`src/verilog/dp_cfg_pkg.sv`:
```
// Shared constants, register map and state types for the datapath configuration block.
package dp_cfg_pkg;

    // Bus geometry: one aligned 32-bit word per register.
    localparam int DATA_W = 32;
    localparam int WORD_W = 30;
    localparam int ADDR_LSB = 2;
    localparam int REG_W = 8;

    // Register indices; the byte address is four times the index.
    localparam logic [WORD_W-1:0] IDX_DATAPATH = 30'h0000_0022;
    localparam logic [WORD_W-1:0] IDX_RX_MODE = 30'h0000_0023;
    localparam logic [WORD_W-1:0] IDX_PROTECT = 30'h0000_0030;

    // Reset values.
    localparam logic [REG_W-1:0] RST_DATAPATH = 8'h00;
    localparam logic RST_CHK_EN = 1'b0;
    localparam logic RST_FAIL = 1'b0;

    // Field positions of the datapath configuration register.
    localparam int BIT_LOCK = 7;
    localparam int BIT_BYPASS = 6;
    localparam int BIT_SENSE = 5;
    localparam int BIT_AUD_INHIBIT = 4;
    localparam int BIT_4CH_OVR = 3;
    localparam int BIT_NARROW = 2;
    localparam int BIT_IN_BAND = 1;
    localparam int BIT_4CH_EN = 0;
    localparam int FWD_W = 7;

    // Field positions of the receive mode and protection state registers.
    localparam int BIT_CHK_EN = 7;
    localparam int BIT_FAIL = 0;
    localparam int BIT_PROT_OFF = 1;

    // Video geometry.
    localparam int RGB_W = 24;
    localparam int LANE_W = 8;
    localparam int LANES = 3;
    localparam int DROP_W = 2;

    // AHB-Lite encodings.
    localparam logic [1:0] HTRANS_NONSEQ_BIT = 2'h2;
    localparam logic HRESP_OKAY = 1'b0;

    // Line checksum tracker states.
    typedef enum logic [0:0] {
        CK_IDLE,
        CK_LINE
    } chk_state_t;

endpackage

```
`src/verilog/dp_cfg_if.sv`:
```
// Interface carrying decoded datapath controls and video between the block's modules.
`timescale 1ns/1ps
interface dp_cfg_if;
    import dp_cfg_pkg::*;

    logic bypass;              // Framing bypass in force.
    logic active;              // Pixel valid, already corrected for its sense.
    logic audio_allow;         // Packetized audio may use the video pins.
    logic narrow;              // Narrow video mode selected.
    logic [RGB_W-1:0] rgb;     // Synchronised pixel data.

    modport ctrl (output bypass, output active, output audio_allow, output narrow, output rgb);
    modport mux (input bypass, input active, input audio_allow, input narrow, input rgb);
    modport chk (input active, input rgb);
endinterface

```
`src/verilog/line_checksum.sv`:
```
// Per-line one-byte checksum tracker for the incoming video.
`timescale 1ns/1ps
module line_checksum
    import dp_cfg_pkg::*;
(
    input wire logic clock,
    input wire logic rst,
    dp_cfg_if.chk cfg,
    input wire logic enable,
    output logic fail_pulse
);

    chk_state_t state_ff, nxt_state;   // Tracker state.
    logic [LANE_W-1:0] sum_ff, nxt_sum; // Running byte sum of the line.
    logic fail_ff, nxt_fail;            // One-cycle mismatch pulse.
    logic [LANE_W-1:0] pix_sum;         // Byte sum of the present pixel.

    // Sum the lanes of a pixel; each line is the sum of all its bytes, modulo 256.
    always_comb begin
        pix_sum = cfg.rgb[LANE_W-1:0] + cfg.rgb[2*LANE_W-1:LANE_W] + cfg.rgb[RGB_W-1:2*LANE_W];
        nxt_state = state_ff;
        nxt_sum = sum_ff;
        nxt_fail = 1'b0;
        case (state_ff)
            CK_IDLE: begin
                // A line opens on the first active pixel while checking is on.
                if (enable && cfg.active) begin
                    nxt_state = CK_LINE;
                    nxt_sum = pix_sum;
                end
            end
            CK_LINE: begin
                if (cfg.active) begin
                    nxt_sum = sum_ff + pix_sum;
                end else begin
                    // The checksum byte rides the low lane in the first idle cycle.
                    nxt_state = CK_IDLE;
                    nxt_fail = enable && (cfg.rgb[LANE_W-1:0] != sum_ff);
                end
            end
            default: begin
                nxt_state = CK_IDLE;
            end
        endcase
    end

    // Register the tracker.
    always_ff @(posedge clock or posedge rst) begin
        if (rst) begin
            state_ff <= CK_IDLE;
            sum_ff <= '0;
            fail_ff <= 1'b0;
        end else begin
            state_ff <= nxt_state;
            sum_ff <= nxt_sum;
            fail_ff <= nxt_fail;
        end
    end

    assign fail_pulse = fail_ff;

endmodule

```
`src/verilog/video_datapath_config_regs.sv`:
```
// Datapath configuration registers with AHB-Lite access and forward-channel loading.
`timescale 1ns/1ps
module video_datapath_config_regs
    import dp_cfg_pkg::*;
(
    input wire logic clock,
    input wire logic rst,

    // Register bus.
    input wire logic hsel,
    input wire logic [DATA_W-1:0] haddr,
    input wire logic [1:0] htrans,
    input wire logic hwrite,
    input wire logic [2:0] hsize,
    input wire logic [DATA_W-1:0] hwdata,
    input wire logic hready,

    // Bus answer.
    output logic hreadyout,
    output logic hresp,
    output logic [DATA_W-1:0] hrdata,

    // Forward channel.
    input wire logic fwd_cfg_valid,
    input wire logic [FWD_W-1:0] fwd_cfg_data,

    // Video pins.
    input wire logic pixel_valid_pin,
    input wire logic [RGB_W-1:0] rgb_pin,

    // Audio packets.
    input wire logic aux_valid,
    input wire logic [RGB_W-1:0] aux_data,

    // Video out.
    output logic [RGB_W-1:0] video_data_out,
    output logic video_data_valid,

    // Decoded controls and the line checksum failure pulse.
    output logic video_narrow_mode,
    output logic audio_four_channel_en,
    output logic audio_in_band_sel,
    output logic protect_enable,
    output logic line_checksum_fail
);

    ////////////////////////////////////////////////////////////////////////////
    // Declarations.

    // True when a captured word address selects the given register index.
    function automatic logic reg_hit(input logic [WORD_W-1:0] word,
                                     input logic [WORD_W-1:0] idx);
        reg_hit = (word == idx);
    endfunction

    // Bus address phase capture.
    logic ap_valid_ff, nxt_ap_valid;          // A data phase is in progress.
    logic ap_write_ff, nxt_ap_write;          // That data phase is a write.
    logic [WORD_W-1:0] ap_word_ff, nxt_ap_word; // Word address of the data phase.
    logic [DATA_W-1:0] rdata_ff, nxt_rdata;   // Read data held for the data phase.

    logic addr_phase;                         // A transfer is offered this cycle.

    // Software-visible state.
    logic [REG_W-1:0] cfg_ff, nxt_cfg;        // Datapath configuration register.
    logic chk_en_ff, nxt_chk_en;              // Line checksum enable.
    logic fail_ff, nxt_fail;                  // Sticky checksum failure flag.

    // Pin synchronisers; the first stage feeds only the second.
    logic pv_meta_ff, nxt_pv_meta;
    logic pv_sync_ff, nxt_pv_sync;

    logic [RGB_W-1:0] rgb_meta_ff, nxt_rgb_meta;
    logic [RGB_W-1:0] rgb_sync_ff, nxt_rgb_sync;

    // Write strobes decoded from the data phase.
    logic wr_cfg;
    logic wr_mode;
    logic wr_prot;

    // Checksum result from the tracker.
    logic chk_fail_pulse;

    // Decoded controls shared with the submodules.
    dp_cfg_if dp();

    ////////////////////////////////////////////////////////////////////////////
    // AHB-Lite slave.

    // The slave never inserts wait states and never signals an error, so
    // hreadyout stays high and every transfer, mapped or not, ends OKAY.
    // Only whole words move; hsize is not decoded.
    assign hreadyout = 1'b1;
    assign hresp = HRESP_OKAY;

    // Read data comes from a flip-flop.
    assign hrdata = rdata_ff;

    // Only NONSEQ or SEQ transfers with the bus ready open an address phase.
    assign addr_phase = hsel && hready
        && ((htrans & HTRANS_NONSEQ_BIT) != 2'h0);

    // Data phase writes land on the register named in the previous address phase.
    assign wr_cfg = ap_valid_ff && ap_write_ff && reg_hit(ap_word_ff, IDX_DATAPATH);
    assign wr_mode = ap_valid_ff && ap_write_ff && reg_hit(ap_word_ff, IDX_RX_MODE);
    assign wr_prot = ap_valid_ff && ap_write_ff && reg_hit(ap_word_ff, IDX_PROTECT);

    // Capture the address phase and prepare read data.
    // Read data is built from the next register values, so a read placed right
    // after a write to the same register returns the freshly written value;
    // this costs a longer combinational path but needs no wait state.
    always_comb begin
        nxt_ap_valid = addr_phase;
        nxt_ap_write = addr_phase && hwrite;
        nxt_ap_word = addr_phase ? haddr[DATA_W-1:ADDR_LSB] : ap_word_ff;

        // Read data defaults to zero.
        nxt_rdata = '0;
        if (addr_phase && !hwrite) begin
            if (reg_hit(haddr[DATA_W-1:ADDR_LSB], IDX_DATAPATH)) begin
                nxt_rdata[REG_W-1:0] = nxt_cfg;
            end else if (reg_hit(haddr[DATA_W-1:ADDR_LSB], IDX_RX_MODE)) begin
                // Only the checksum enable lives here; other bits read zero.
                nxt_rdata[BIT_CHK_EN] = nxt_chk_en;
            end else if (reg_hit(haddr[DATA_W-1:ADDR_LSB], IDX_PROTECT)) begin
                nxt_rdata[BIT_FAIL] = nxt_fail;
                nxt_rdata[BIT_PROT_OFF] = nxt_cfg[BIT_BYPASS];
            end else begin
                // Unmapped addresses read as zero.
                nxt_rdata = '0;
            end
        end
    end

    // Register the bus phase state.
    always_ff @(posedge clock or posedge rst) begin
        if (rst) begin
            ap_valid_ff <= 1'b0;
            ap_write_ff <= 1'b0;
            ap_word_ff <= '0;
            rdata_ff <= '0;
        end else begin
            ap_valid_ff <= nxt_ap_valid;
            ap_write_ff <= nxt_ap_write;
            ap_word_ff <= nxt_ap_word;
            rdata_ff <= nxt_rdata;
        end
    end

    ////////////////////////////////////////////////////////////////////////////
    // Register file.

    // Update the configuration, mode and failure state.
    always_comb begin
        nxt_cfg = cfg_ff;
        nxt_chk_en = chk_en_ff;
        nxt_fail = fail_ff;

        // The remote serializer refreshes the low seven fields unless the
        // lock bit protects locally written values.
        if (fwd_cfg_valid && !cfg_ff[BIT_LOCK]) begin
            nxt_cfg[FWD_W-1:0] = fwd_cfg_data;
        end

        // A local write is applied after the forward load, so it always
        // lands and wins a same-cycle collision with the link.
        if (wr_cfg) begin
            nxt_cfg = hwdata[REG_W-1:0];
        end

        // Checksum enable is a plain read-write bit.
        if (wr_mode) begin
            nxt_chk_en = hwdata[BIT_CHK_EN];
        end

        // Writing one clears the failure flag; a failure in the same cycle
        // sets it again, so no event is lost.
        if (wr_prot && hwdata[BIT_FAIL]) begin
            nxt_fail = 1'b0;
        end
        if (chk_fail_pulse) begin
            nxt_fail = 1'b1;
        end
    end

    // Register the software-visible state.
    always_ff @(posedge clock or posedge rst) begin
        if (rst) begin
            cfg_ff <= RST_DATAPATH;
            chk_en_ff <= RST_CHK_EN;
            fail_ff <= RST_FAIL;
        end else begin
            cfg_ff <= nxt_cfg;
            chk_en_ff <= nxt_chk_en;
            fail_ff <= nxt_fail;
        end
    end

    ////////////////////////////////////////////////////////////////////////////
    // Pin synchronisers.

    // Pixel valid and pixel data come from pins, so each passes two stages.
    // Metastability settles in the first stage.
    // The data bus is sampled bit by bit; it is assumed stable around the
    // qualifier, as pixel buses are, so skew between bits does no harm.
    always_comb begin
        nxt_pv_meta = pixel_valid_pin;
        nxt_pv_sync = pv_meta_ff;

        nxt_rgb_meta = rgb_pin;
        nxt_rgb_sync = rgb_meta_ff;
    end

    // Register the synchroniser stages.
    always_ff @(posedge clock or posedge rst) begin
        if (rst) begin
            pv_meta_ff <= 1'b0;
            pv_sync_ff <= 1'b0;
            rgb_meta_ff <= '0;
            rgb_sync_ff <= '0;
        end else begin
            pv_meta_ff <= nxt_pv_meta;
            pv_sync_ff <= nxt_pv_sync;
            rgb_meta_ff <= nxt_rgb_meta;
            rgb_sync_ff <= nxt_rgb_sync;
        end
    end

    ////////////////////////////////////////////////////////////////////////////
    // Control decode.

    // Pixel valid is inverted when the sense bit selects active low.
    assign dp.active = pv_sync_ff ^ cfg_ff[BIT_SENSE];

    // Bypass and width come from the register.
    assign dp.bypass = cfg_ff[BIT_BYPASS];
    assign dp.narrow = cfg_ff[BIT_NARROW];

    // Pixel data arrives synchronised.
    assign dp.rgb = rgb_sync_ff;

    // Packet audio needs both the inhibit bit clear and framing in use.
    assign dp.audio_allow = !cfg_ff[BIT_AUD_INHIBIT] && !cfg_ff[BIT_BYPASS];

    // Content protection cannot run without framed video.
    assign protect_enable = !cfg_ff[BIT_BYPASS];

    // Four-channel audio is forced off unless the override bit is set.
    assign audio_four_channel_en = cfg_ff[BIT_4CH_OVR] && cfg_ff[BIT_4CH_EN];

    // Transport selection: one for in-band, zero for data island.
    assign audio_in_band_sel = cfg_ff[BIT_IN_BAND];

    // Width selection: one for the narrow mode, zero for the full mode.
    assign video_narrow_mode = cfg_ff[BIT_NARROW];

    // A pulse per failed line, for logic that wants to count them.
    assign line_checksum_fail = chk_fail_pulse;

    ////////////////////////////////////////////////////////////////////////////
    // Submodules.

    // Line checksum tracker.
    // It sees the sense-corrected pixel valid.
    line_checksum u_line_checksum (
        .clock(clock),
        .rst(rst),
        .cfg(dp),
        .enable(chk_en_ff),
        .fail_pulse(chk_fail_pulse)
    );

    // Video output stage.
    // Audio packets join ahead of the output flops.
    video_out_mux u_video_out_mux (
        .clock(clock),
        .rst(rst),
        .cfg(dp),
        .aux_valid(aux_valid),
        .aux_data(aux_data),
        .video_data_out(video_data_out),
        .video_data_valid(video_data_valid)
    );

endmodule

```
`src/verilog/video_out_mux.sv`:
```
// Video output stage: framing, width trimming and audio packet insertion.
`timescale 1ns/1ps
module video_out_mux
    import dp_cfg_pkg::*;
(
    input wire logic clock,
    input wire logic rst,
    dp_cfg_if.mux cfg,
    input wire logic aux_valid,
    input wire logic [RGB_W-1:0] aux_data,
    output logic [RGB_W-1:0] video_data_out,
    output logic video_data_valid
);

    logic [RGB_W-1:0] data_ff, nxt_data; // Registered pixel bus.
    logic valid_ff, nxt_valid;           // Registered pixel qualifier.
    logic [RGB_W-1:0] trimmed;           // Pixel after width trimming.

    // In narrow mode the two low bits of each colour lane are forced to zero.
    genvar g;
    generate
        for (g = 0; g < LANES; g++) begin : g_lane
            assign trimmed[g*LANE_W +: DROP_W] =
                cfg.narrow ? '0 : cfg.rgb[g*LANE_W +: DROP_W];
            assign trimmed[g*LANE_W+DROP_W +: LANE_W-DROP_W] =
                cfg.rgb[g*LANE_W+DROP_W +: LANE_W-DROP_W];
        end
    endgenerate

    // Pixels pass when framed or bypassed; audio only fills idle slots.
    always_comb begin
        nxt_data = '0;
        nxt_valid = 1'b0;
        if (cfg.bypass || cfg.active) begin
            nxt_data = trimmed;
            nxt_valid = 1'b1;
        end else if (cfg.audio_allow && aux_valid) begin
            nxt_data = aux_data;
        end
    end

    // Register the output bus.
    always_ff @(posedge clock or posedge rst) begin
        if (rst) begin
            data_ff <= '0;
            valid_ff <= 1'b0;
        end else begin
            data_ff <= nxt_data;
            valid_ff <= nxt_valid;
        end
    end

    assign video_data_out = data_ff;
    assign video_data_valid = valid_ff;

endmodule
```
`config.mk`:
```
export PLATFORM = sky130hd
export DESIGN_NAME = video_datapath_config_regs
export DESIGN_NICKNAME = d
export VERILOG_FILES = /design/src/verilog/dp_cfg_pkg.sv /design/src/verilog/dp_cfg_if.sv /design/src/verilog/line_checksum.sv /design/src/verilog/video_datapath_config_regs.sv /design/src/verilog/video_out_mux.sv
export SDC_FILE = /design/constraint.sdc
export NUM_CORES = 1
export LEC_CHECK = 0
export ABC_AREA = 1
export BUFFER_PORTS_ARGS = -buffer_cell sky130_fd_sc_hd__buf_2
export CAP_MARGIN = 20
export CORE_ASPECT_RATIO = 1.1
export CORE_UTILIZATION = 52
export DETAILED_ROUTE_END_ITERATION = 8
export HOLD_SLACK_MARGIN = 0.1
export PLACE_DENSITY = 0.92
export SETUP_SLACK_MARGIN = 0.1
export SLEW_MARGIN = 5
export SYNTH_ARGS = -nofsm -noshare
export SYNTH_HDL_FRONTEND = slang
export SYNTH_HIERARCHICAL = 1
export SYNTH_SLANG_ARGS = --single-unit
```
`constraint.sdc`:
```
create_clock -name clock -period 3.53 [get_ports clock]
set_input_delay 0.5295 -clock clock [delete_from_list [all_inputs] [get_ports clock]]
set_output_delay 0.5295 -clock clock [all_outputs]
set_load 0.01 [all_outputs]
```
Word-level counts from Yosys, hierarchy flattened
Index checks and enable logic that the tools add are counted.
- flip-flop bits (word level): 159
- output and inout bits: 64
- word-level logic and storage cells: 75
- $add $sub $neg: 3
- equal/unequal tests: 9
- mux-type cells: 24
- bitwise gates (word level): 2
- reductions and logical operators: 21
- operator list (kind ; number):
    == test 30 x 6 -> 1 bit (second input constant) ; 6
    two-way mux 24 bit ; 2
    two-way mux 8 bit ; 5
    adder 8 bit ; 3
    case mux 8 bit (2 select lines) ; 1
    logical AND 1 bit ; 15
    two-way mux 2 bit ; 5
    two-way mux 1 bit ; 9
    inequality test 8 bit ; 1
    two-way mux 7 bit ; 1
    zero test 1 bit ; 4
    inequality test 2 x 1 -> 1 bit (second input constant) ; 2
    case mux 1 bit (2 select lines) ; 1
    AND reduction 2 bit ; 1
    logical OR 1 bit ; 1
    inverter 1 bit ; 1
    XOR 1 bit ; 1

Logic depth before layout (Yosys ltp)
- depth after elaboration: 9
- gate-level depth with buffers: 18
- mapped depth without buffers: 18

Modules after synthesis
The synthesis kept the hierarchy.
- by module, submodules not included (module ; instances ; cells each ; area each (um^2) ; seq. area each (um^2)):
    video_datapath_config_regs ; 1 ; 400 ; 3867.5 ; 2502.4
    line_checksum ; 1 ; 182 ; 1347.5 ; 250.2
    video_out_mux ; 1 ; 167 ; 1191.1 ; 625.6

Worst setup path after synthesis
No wires, ideal clock.
- path type: register to register
- start: register rgb_sync_ff[1], in the netlist dp.rgb[1]
- end: register u_line_checksum.sum_ff[7]
- setup time: 118 ps
- data arrival time: 2950 ps
- required time: 3412 ps
- setup slack: 462 ps
- cell stages (with the launch flop): 17
- buffers on the path: 0
- period minus slack after synthesis: 3068 ps
- cells stage by stage: dfrtp_1 -> fa_1 -> ha_1 -> inv_1 -> fa_1 -> o21bai_1 -> xor2_1 -> inv_1 -> ha_1 -> nand2_1 -> inv_1 -> a21oi_1 -> nand3_1 -> nand3_1 -> nand2_1 -> nand3_1 -> nand2_1
- cells in the longest elaborated chain, start to end: 5
- elaborated cells between the ends (all ways): 6
- classes of those cells: add/sub (3); mux (3)
- RTL lines (element ; line ; RTL):
    start, declared ; video_datapath_config_regs.sv:74 ; logic [RGB_W-1:0] rgb_sync_ff, nxt_rgb_sync;
    start signal, assigned ; video_datapath_config_regs.sv:225 ; rgb_sync_ff <= nxt_rgb_sync;
    adder 8 bit * (2 in a row) ; line_checksum.sv:20 ; pix_sum = cfg.rgb[LANE_W-1:0] + cfg.rgb[2*LANE_W-1:LANE_W] + cfg.rgb[RGB_W-1:2*LANE_W];
    adder 8 bit ; line_checksum.sv:34 ; nxt_sum = sum_ff + pix_sum;
    two-way mux 8 bit ; line_checksum.sv:33 ; if (cfg.active) begin
    case mux 8 bit (2 select lines) * ; line_checksum.sv:24 ; case (state_ff)
    end signal, assigned ; line_checksum.sv:55 ; sum_ff <= nxt_sum;
    end, declared ; line_checksum.sv:14 ; logic [LANE_W-1:0] sum_ff, nxt_sum;
Mark *: on every way between the ends. The rest lies on a longest branch, timed or not. The select of a mux whose other input is x is not followed.
A chain may end at the register's enable or synchronous reset.

Worst setup path in the final report
Ends and elaborated chain as after synthesis.

==> flow_summary.toml <==
[synthesis]
netlist_top_cells_area = "dfrtp_1, nand2_1, inv_1"
ys_seq_area_share_pct = 52.7
yosysMostFrequentCell = "nand2_1"
synth-main-ff-cell = "dfrtp_1"
syn_area_um2 = 6410
synth-edff-count = 0
synthArstFlopShare_pct = 100
synth_area_leader_cell = "dfrtp_1"
synth_top_area_share_pct = 52.7
ys.warnings.count = 6
synthCells = 749
syn_avg_cell_area_um2 = 8.55
ys_top_cells_by_count = "nand2_1, dfrtp_1, inv_1"
ys_ff_latch = 135
synth.distinct_cells = 39

[cts]
cts.reportedPaths.clkPinSlew_ns = 0.07
cts_buffers = 17
clockBufferDepth = 2
cts_tree = "built"
cts_max_level = 4
clkLatencyLatePin_ns = 0.42
cts_sinks = 135
root_buffer = "clkbuf_16"

[placement]
portBuffers = 139
gp_congestion = 0.894
dp_hpwl_mm = 10.0
pre_cts_ws_ns = 0.188

[sta]
whs_ns = 0.129
layout_min_cycle_time_ns = 3.37
relSlewSlack_pct = 38.6
max_freq_ghz = 0.297
tns_ns = 0
hold_violations = 0
worstMarginPinSlew_ns = 0.920
setup_viol = 0
slew_viol_final = 0
timing.final.ws_setup_ns = 0.162
min_period_over_period_pct = 95.4
skew_ns = 0.00759

[critical_path]
crit_chain = "fa_1 -> ha_2 -> inv_1 -> fa_2 -> o21bai_1 -> xor2_1 -> inv_1 -> ha_1 -> nand2_1 -> inv_1 -> a21oi_4 -> a21oi_1 -> nor2_1 -> nand2_1 -> nand3_1 -> nand2_1"
reg2reg_depth = 16
worstReg2RegStart = "dp.rgb[1]"
required_ns = 3.84
startpoint = "dp.rgb[1]"
slowest_delay_ns = 0.56
worstSetupEndpointType = "register"
slowest_stage = "fa_1"
worstPathArrival_ns = 3.68
path_max_fanout = 3
crit_path_start_kind = "register"
worstSetupPathType = "reg -> reg"

[routing]
wl_met1_mm = 5.39
wl_per_cell_um = 13.8
drt_iter0_drc = 325
vias = 5216
drc = 0
met3_length_mm = 1.02
firstDrtPassIters = 5
met2_length_mm = 7.66
routed.top_layer = "met4"
wirelength_mm = 14.7
ant_nets = 0
vias_per_cell = 4.90

[worst_hold_path]
hp-class = "in -> async"

[power]
p_int_w = 0.00316
power.share.sequential_pct = 38.9
p_leak_nw = 4.37
p_sw_share_pct = 33.0
power_frac_comb_pct = 23.3
powerDensity_nw_per_um2 = 604
clock_power_share_pct = 37.8
peakVddDrop_v = 0.000345
switching_power_w = 0.00156
p_total_w = 0.00471

[layout]
area_delta_synth_final_pct = 21.7
fin_nets = 1052
diodes = 0
drive_gt1_share_pct = 23.1
multiInputGateArea_um2 = 2510
seqCellArea_um2 = 3380
fillers = 927
finalCoreUtilization_pct = 64.8

[floorplanning]
floorplan.initialDensity_pct = 53.2
core-area_um2 = 12000
rows = 42
die_h_um = 118
num_io_pins = 196
dieArea_um2 = 12800
die_w_um = 108

[global_routing]
grt_pass1_wl_mm = 23.2
track_usage_pct = 23.7
antenna_found_initial = 0
grt_pass1_vias = 5215
overflow = 0
grt_max_degree = 101

[run]
maxCapViolations = 0

[status]
status = "finished clean"
critical path, delay by kind of cell, from the launching register on:
| family | cells | cell delay, ns |
|---|---|---|
| AND/OR/NAND/NOR | 5 | 0.40 |
| flip-flops | 1 | 0.43 |
| XOR/XNOR | 1 | 0.26 |
| buffers and inverters | 3 | 0.25 |
| adder cells (fa/ha/maj) | 4 | 1.47 |
| AO/OA/AOI/OAI | 3 | 0.46 |
final cells by class:
| class | count | area share [%] |
|---|---|---|
| Clock buffer | 17 | 5.46 |
| Clock inverter | 15 | 2.37 |
| Inverter | 96 | 4.65 |
| Multi-Input combinational cell | 503 | 32.2 |
| Sequential cell | 135 | 43.3 |
| Tap cell | 154 | 2.47 |
| Timing Repair Buffer | 144 | 9.56 |
power groups by stage:
stage | registers, W | logic (W) | clock network (W)
after floorplan | 0.00184 | 0.000773 | 0
after global placement | 0.00185 | 0.000965 | 0
after detailed placement | 0.00186 | 0.00100 | 0
after CTS | 0.00183 | 0.00103 | 0.00181
after global routing | 0.00185 | 0.00122 | 0.00186
final | 0.00183 | 0.00110 | 0.00178
metrics by stage:
step	cells	instance area, um2
2_1_floorplan	773	6500
3_3_place_gp	1030	7150
3_5_place_dp	1030	7150
4_1_cts	1062	7760
5_1_grt	1064	7800
6_report	1064	7800
layer usage:
layer / global-route usage (%) / up-vias
li1: - / 2535
met1: 26.2 / 2417
met2: 41.2 / 209
met3: 6.23 / 55
met4: 12.8 / 0
met5: 0 / -
path summary, 6_finish.rpt:
path	to	slack (ns)
max in group asynchronous	u_video_out_mux/video_data_out[5]	2.62
worst min-delay path	u_line_checksum/sum_ff[7]	0.13
worst max register to register	u_line_checksum/sum_ff[7]	0.16
worst min register to register	dp.rgb[23]	0.35
worst max-delay path	u_line_checksum/sum_ff[7]	0.16
min in group clock	nxt_rgb_sync[5]	0.22
state kept, by name, indices dropped and copies added (netlist names):
register	count
ap_valid_ff	1
ap_word_ff	30
ap_write_ff	1
cfg_ff	8
chk_en_ff	1
dp.rgb	24
fail_ff	1
hrdata	8
nxt_pv_sync	1
nxt_rgb_sync	24
pv_sync_ff	1
u_line_checksum/fail_pulse	1
u_line_checksum/state_ff	1
u_line_checksum/sum_ff	8
u_video_out_mux/video_data_out	24
u_video_out_mux/video_data_valid	1
cell families (layout without fill, tap and decap cells):
family / Yosys count / after routing / synth area share, %
other: 2 / 26 / 0.117
multiplexers: 2 / 2 / 0.352
XOR/XNOR: 17 / 17 / 2.32
flip-flops: 135 / 135 / 52.7
adder cells (fa/ha/maj): 23 / 23 / 5.55
AO/OA/AOI/OAI: 41 / 41 / 3.65
buffers and inverters: 135 / 272 / 9.86
AND/OR/NAND/NOR: 394 / 394 / 25.4
layout by cell type, fill, tap and decap left out, drive strengths merged, types with 11 or more instances in the layout:
| cell type | instances |
|---|---|
| nand2 | 249 |
| buf | 144 |
| dfrtp | 135 |
| inv | 102 |
| nor2 | 96 |
| nand3 | 31 |
| conb | 26 |
| o21ai | 22 |
| clkbuf | 17 |
| ha | 14 |
| a21oi | 13 |
| nand4 | 11 |
repair_timing:
item | in CTS | in global routing
resized for setup | 1 | 4
pin swaps | 0 | 3
hold buffers | 0 | 0
setup buffers | 0 | 2
endpoints found under the setup margin | 1 | 1
Note: power is estimated with default switching activity, not from simulation.
